**config.mk**
```make
export PLATFORM = sky130hd
export DESIGN_NAME = relative_branch_bitset_exec
export DESIGN_NICKNAME = d
export VERILOG_FILES = /design/src/shared/rbb_pkg.sv /design/src/rtl/relative_branch_bitset_exec.sv
export VERILOG_INCLUDE_DIRS = /design/src /design/src/shared
export SDC_FILE = /design/constraint.sdc
export NUM_CORES = 1
export LEC_CHECK = 0
export ABC_CLOCK_PERIOD_IN_PS = 8500
export BUFFER_PORTS_ARGS = -buffer_cell sky130_fd_sc_hd__buf_2
export CAP_MARGIN = 20
export CORE_UTILIZATION = 25
export DETAILED_ROUTE_END_ITERATION = 8
export MAX_ROUTING_LAYER = met4
export SYNTH_ARGS = -nofsm -noshare
export SYNTH_HDL_FRONTEND = slang
export SYNTH_SLANG_ARGS = --single-unit
```
**constraint.sdc**
```tcl
create_clock -name clk_in -period 8.5 [get_ports clk_in]
set_clock_uncertainty 0.15 [all_clocks]
set_input_delay 0.425 -clock clk_in [delete_from_list [all_inputs] [get_ports clk_in]]
set_output_delay 0.425 -clock clk_in [all_outputs]
set_load 0.05 [all_outputs]
```
**src/shared/rbb_defines.svh**
```systemverilog
// Function
// - Unconditional jump decodes from top bits 11010, low eleven bits signed offset.
// - Jump loads incremented PC plus twice the signed offset.
// - Jump takes two cycles, second is a no-op; flags unchanged.
// - Bit set decodes 1000, bit index, bank flag, register; sets bit in one cycle.
// - Bank flag 0 uses access bank; flag 1 uses bank pointer plus register field.
// - Flag 0 with extended set enabled, registers up to 5Fh are indexed offsets.
// - Jump-if-nonzero branches to its relative target when zero flag is 0.
// - Jump-if-nonzero pattern 1110 0001 plus 8-bit offset; target PC plus 2n.
// - Conditional branch: one cycle not taken, two when taken, extra is no-op.
`ifndef RBB_DEFINES_SVH
`define RBB_DEFINES_SVH

// ************************************************************
// Encodings
// ************************************************************
`define RBB_JMP_OPC     5'h1A
`define RBB_JNZ_OPC     8'hE1
`define RBB_SETB_OPC    4'h8
`define RBB_NOP_WORD    16'h0000

// ************************************************************
// Addressing
// ************************************************************
`define RBB_ILO_MAX     8'h5F
`define RBB_ACC_LO_BANK 4'h0
`define RBB_ACC_HI_BANK 4'hF
`define RBB_PC_STEP     21'h000002
`define RBB_PC_RST      21'h000000

`endif

```
**src/shared/rbb_pkg.sv**
```systemverilog
package rbb_pkg;
  typedef enum logic [1:0] {
    PH_Q1 = 2'b00,
    PH_Q2 = 2'b01,
    PH_Q3 = 2'b10,
    PH_Q4 = 2'b11
  } phase_t;

  typedef enum logic [1:0] {
    OP_NONE = 2'b00,
    OP_JMP  = 2'b01,
    OP_JNZ  = 2'b10,
    OP_SETB = 2'b11
  } op_t;

  typedef struct packed {
    phase_t      q;
    logic [20:0] pc;
    logic [15:0] ir;
    logic        flush;
    op_t         op;
    logic [2:0]  bit_idx;
    logic [11:0] daddr;
    logic        rd;
    logic        wr;
    logic [7:0]  wdata;
    logic [20:0] target;
    logic        take;
    logic        taken_pulse;
    logic        nop_cycle;
  } st_t;
endpackage

```
**src/rtl/relative_branch_bitset_exec.sv**
```systemverilog
`timescale 1ns/1ps
`include "rbb_defines.svh"

module relative_branch_bitset_exec
  import rbb_pkg::*;
#(
  parameter int BANK_W = 4
) (
  input  wire logic              clk_in,
  input  wire logic              rst_in,
  input  wire logic [15:0]       instr_in,
  input  wire logic              zero_flag_in,
  input  wire logic [BANK_W-1:0] bank_sel_in,
  input  wire logic              ext_set_en_in,
  input  wire logic [11:0]       index_base_in,
  input  wire logic [7:0]        rd_data_in,
  output logic      [20:0]       fetch_addr_out,
  output logic      [11:0]       data_addr_out,
  output logic                   data_rd_out,
  output logic                   data_wr_out,
  output logic      [7:0]        data_wdata_out,
  output logic                   branch_taken_out,
  output logic                   nop_cycle_out,
  output logic      [1:0]        phase_out
);

  // ************************************************************
  // Decode helpers
  // ************************************************************
  st_t         s_r;
  st_t         s_nxt;
  logic        is_jmp;
  logic        is_jnz;
  logic        is_setb;
  logic [7:0]  f_fld;
  logic [20:0] off_jmp;
  logic [20:0] off_jnz;
  logic [11:0] addr_sel;

  // A flushed word is the discarded prefetch and decodes as nothing
  assign is_jmp  = !s_r.flush && (s_r.ir[15:11] == `RBB_JMP_OPC);
  assign is_jnz  = !s_r.flush && (s_r.ir[15:8] == `RBB_JNZ_OPC);
  assign is_setb = !s_r.flush && (s_r.ir[15:12] == `RBB_SETB_OPC);
  assign f_fld   = s_r.ir[7:0];
  // Offsets are counted in words, the program counter in bytes
  assign off_jmp = {{9{s_r.ir[10]}}, s_r.ir[10:0], 1'b0};
  assign off_jnz = {{12{s_r.ir[7]}}, s_r.ir[7:0], 1'b0};

  // ************************************************************
  // Data address selection
  // ************************************************************
  // Access bank splits at 60h: low part from bank 0, upper part from the top bank.
  // The indexed base is added without carry out; wrap past the top is the user's concern.
  assign addr_sel = s_r.ir[8] ? 12'({bank_sel_in, f_fld}) :
                    (ext_set_en_in && (f_fld <= `RBB_ILO_MAX)) ? (index_base_in + {4'h0, f_fld}) :
                    (f_fld <= `RBB_ILO_MAX) ? {`RBB_ACC_LO_BANK, f_fld} :
                    {`RBB_ACC_HI_BANK, f_fld};

  // ************************************************************
  // Quarter-phase sequencer
  // ************************************************************
  always_comb begin
    s_nxt             = s_r;
    s_nxt.taken_pulse = 1'b0;
    case (s_r.q)
      PH_Q1: begin
        s_nxt.q         = PH_Q2;
        s_nxt.nop_cycle = s_r.flush;
        s_nxt.bit_idx   = s_r.ir[11:9];
        s_nxt.daddr     = addr_sel;
        s_nxt.rd        = is_setb;
        if (is_jmp) begin
          s_nxt.op     = OP_JMP;
          s_nxt.target = s_r.pc + off_jmp;
          s_nxt.take   = 1'b1;
        end else if (is_jnz) begin
          s_nxt.op     = OP_JNZ;
          s_nxt.target = s_r.pc + off_jnz;
          s_nxt.take   = !zero_flag_in;
        end else if (is_setb) begin
          s_nxt.op   = OP_SETB;
          s_nxt.take = 1'b0;
        end else begin
          s_nxt.op   = OP_NONE;
          s_nxt.take = 1'b0;
        end
      end
      PH_Q2: begin
        s_nxt.q     = PH_Q3;
        s_nxt.rd    = 1'b0;
        // Read-modify-write: only the addressed bit changes
        s_nxt.wdata = rd_data_in | (8'h01 << s_r.bit_idx);
      end
      PH_Q3: begin
        s_nxt.q  = PH_Q4;
        s_nxt.wr = (s_r.op == OP_SETB);
      end
      PH_Q4: begin
        s_nxt.q           = PH_Q1;
        s_nxt.wr          = 1'b0;
        s_nxt.ir          = instr_in;
        // The word fetched alongside a taken branch is kept only to be skipped
        s_nxt.flush       = s_r.take;
        s_nxt.pc          = s_r.take ? s_r.target : (s_r.pc + `RBB_PC_STEP);
        s_nxt.taken_pulse = s_r.take;
        s_nxt.take        = 1'b0;
        s_nxt.op          = OP_NONE;
      end
      default: begin
        s_nxt.q = PH_Q1;
      end
    endcase
  end

  always_ff @(posedge clk_in) begin
    if (rst_in) begin
      s_r <= '0;
    end else begin
      s_r <= s_nxt;
    end
  end

  assign fetch_addr_out   = s_r.pc;
  assign data_addr_out    = s_r.daddr;
  assign data_rd_out      = s_r.rd;
  assign data_wr_out      = s_r.wr;
  assign data_wdata_out   = s_r.wdata;
  assign branch_taken_out = s_r.taken_pulse;
  assign nop_cycle_out    = s_r.nop_cycle;
  assign phase_out        = s_r.q;
endmodule

```
==> run_results.csv <==
group,metric,value,unit
layout,final_nets,835,
synthesis,synth-seq-cells,91,
synthesis,syn-num-nets,808,
clock_tree,clkSinkCount,91,
synthesis,synth_area_leaders,"dfxtp_1 (32%), ha_1 (7.4%), nor2_1 (5.9%)",
synthesis,syn_area,0.00578,mm^2
layout,fin_area,0.00646,mm^2
clock_tree,cts_tree,"built",
timing,min_period_over_period,0.392,
timing,setup_viol,0,
flow_run,max_cap_violations,0,
setup_path,critPathKind,"flip-flop to flip-flop",
die,die-area,0.0237,mm^2
timing,slew_headroom,0.548,
detailed_routing,vias_per_cell,5.00,
synthesis,yosys.area.top_type,"dfxtp_1",
timing,worst_pin_slew,678,ps
power,irDropWorstVdd,0.0000881,V
power,cellLeakagePower,2.57,nW
synthesis,synth_flop_cell,"dfxtp_1",
global_routing,grt_max_degree,54,
detailed_routing,vias,5224,
global_routing,grt_pass1_wl,25400,um
synthesis,syn_avg_cell_area,7.94,um^2
layout,fin_util,0.285,
clock_tree,clock_latency,350,ps
clock_tree,postCtsSetupBuffers,0,
clock_tree,cts-htree-levels,3,
clock_tree,clock-root-buffer,"clkbuf_16",
clock_tree,postCtsHoldBufs,0,
worst_hold_path,hp-class,"primary input to flip-flop",
detailed_routing,drtIter0Drc,384,
timing,fin_crit,3330,ps
timing,max_freq,0.300,GHz
die,ios,91,
clock_tree,cts.path.max_buffers,2,
die,die_w,154,um
global_routing,track_usage,0.138,
placement,io_buffers,90,
placement,place_hpwl,11700,um
status,status,"finished clean",
timing,holdWs,163,ps
layout,drive_gt1_frac,0.159,
setup_path,cp.required,8640,ps
layout,diodes,0,
setup_path,arrival,3470,ps
setup_path,cp-start-kind,"flip-flop",
synthesis,yosys_warnings,0,
die,rows,55,
timing,fin_setup_tns,0,ps
die,fp.dieH,154,um
die,initial_core_util,0.255,
global_routing,antenna_found_initial,0,
layout,area_growth,11.7,%
synthesis,netlist-cell-type-count,67,
placement,gp_congestion,0.806,
die,core_area,0.0226,mm^2
synthesis,synthCells,728,
placement,placed_cell_area,0.00617,mm^2
detailed_routing,drcViolationCount,0,
timing,rsz0062_at_grt,"no",
timing,drv_slew,0,
detailed_routing,antenna_left,0,
setup_path,cp_max_fo,10,
power,powerDensity,196,mW/mm^2
detailed_routing,wl_per_cell,15.2,um
setup_path,cp-end-kind,"flip-flop",
clock_tree,cts_buffers,9,
timing,timing_hold_violations_final,0,
synthesis,synth_top_area_frac,0.315,
synthesis,async_reset_ff_frac,0,
clock_tree,clk_pin_slew,70,ps
global_routing,grt_pass1_vias,4869,
clock_tree,cts_resized,0,
detailed_routing,routed_wl,15900,um
synthesis,synth_edf_count,0,
detailed_routing,dr.pass1.iters,4,
global_routing,overflow,0,
synthesis,ys_seq_area_frac,0.315,
[cells in the mapped netlist, drive strengths merged, types with 2 or more instances]
master,count
a311oi,7
a22o,6
nor2b,7
o21ai,41
inv,21
a221oi,4
xor2,5
a21o,7
ha,34
nand4,2
nor4b,3
o2111ai,4
o21a,9
clkbuf,29
and4bb,2
and4,6
fa,2
a22oi,9
a31oi,15
xnor2,6
dfxtp,91
and2,5
nand3,26
nand2,65
a32oi,2
o211ai,3
a21oi,55
mux2i,25
and3,11
o21bai,4
or3,3
o31ai,4
nor2,91
o311ai,4
a211oi,22
nor3,19
or2,2
nand3b,4
o41ai,4
buf,51
[worst paths after layout]
| kind | start | slack, ps | end | depth (start not counted) |
|---|---|---|---|---|
| max reg2reg | s_r[51]$_SDFFE_PP0P_ | 5170 | s_r[20]$_SDFFE_PP0P_ | 9 |
| min | instr_in[9] | 160 | off_jmp[10]$_SDFFE_PP0P_ | 3 |
| max | s_r[51]$_SDFFE_PP0P_ | 5170 | s_r[20]$_SDFFE_PP0P_ | 9 |
| min reg2reg | s_r[13]$_SDFFE_PP0P_ | 300 | s_r[13]$_SDFFE_PP0P_ | 2 |
[critical path: stages (launching register included)]
cell,delay (ps)
dfxtp_1,330
and4bb_2,370
a21o_1,200
nand2_1,310
ha_1,490
a21o_1,230
a221oi_1,460
a21oi_1,140
or4_1,490
nand3_1,90
[cells in the final DEF (no fill, tap or decap), types with 6 or more instances in the layout]
cell type  Yosys  routed
inv_1         21      21
o21a_1         9       9
and4_1         6       6
clkbuf_16      0       9
o21ai_0       32      32
buf_4         43       6
ha_1          34      33
xnor2_1        6       6
o21ai_1        9       9
nand3_1       26      26
a31oi_1       15      15
nor2b_1        7       7
a21o_1         7       7
nor2_1        91      91
a311oi_1       7       7
nor3_1        18      18
a22oi_1        9       9
buf_2          4      90
a21oi_1       54      54
a22o_1         6       6
mux2i_1       25      25
nand2_1       64      64
and3_1        11      11
a211oi_1      22      22
dfxtp_1       91      91
[sequential cells by signal, summed over array words and instances, names as in the netlist]
name,count
data_rd_out,1
nop_cycle_out,1
data_wdata_out,8
data_wr_out,1
s_r,33
data_addr_out,12
fetch_addr_out,21
f_fld,8
off_jmp,3
phase_out,2
branch_taken_out,1
[layout make-up]
class | count | area [um^2]
Tap cell | 285 | 357
Clock buffer | 12 | 256
Timing Repair Buffer | 96 | 495
Inverter | 22 | 82.6
Fill cell | 2427 | 16200
Multi-Input combinational cell | 535 | 3410
Sequential cell | 91 | 1820
Clock inverter | 4 | 33.8
[cells by family (layout without fill, tap and decap cells)]
group	count (synthesis)	count (layout)	synth area share
mux	25	25	0.0433
flops	91	91	0.315
xor+xnor	11	11	0.0167
compound gates	210	210	0.240
buf+inv	102	134	0.0950
fa+ha+maj	36	36	0.0805
simple gates	253	253	0.210
[power by group]
group	switching (mW)	internal (mW)
Sequential	0.0311	0.466
Clock	0.179	0.217
Combinational	0.266	0.109
[metrics by stage]
step,worst slack (ps),power [mW],cells
finish,5170,1.27,1045
global route,5020,1.34,1045
CTS,5160,1.28,1045
detailed placement,5180,0.885,1029
global placement,5240,0.882,1029
floorplan,5620,0.834,728
[layer usage]
layer  share of wire  vias up  GRT usage
met5               0        -          -
met4           0.017        0     0.0448
met3           0.040       17     0.0262
met2            0.48       94      0.229
met1            0.46     2459      0.168
li1                -     2654          -
(Power assumes the default switching activity.)
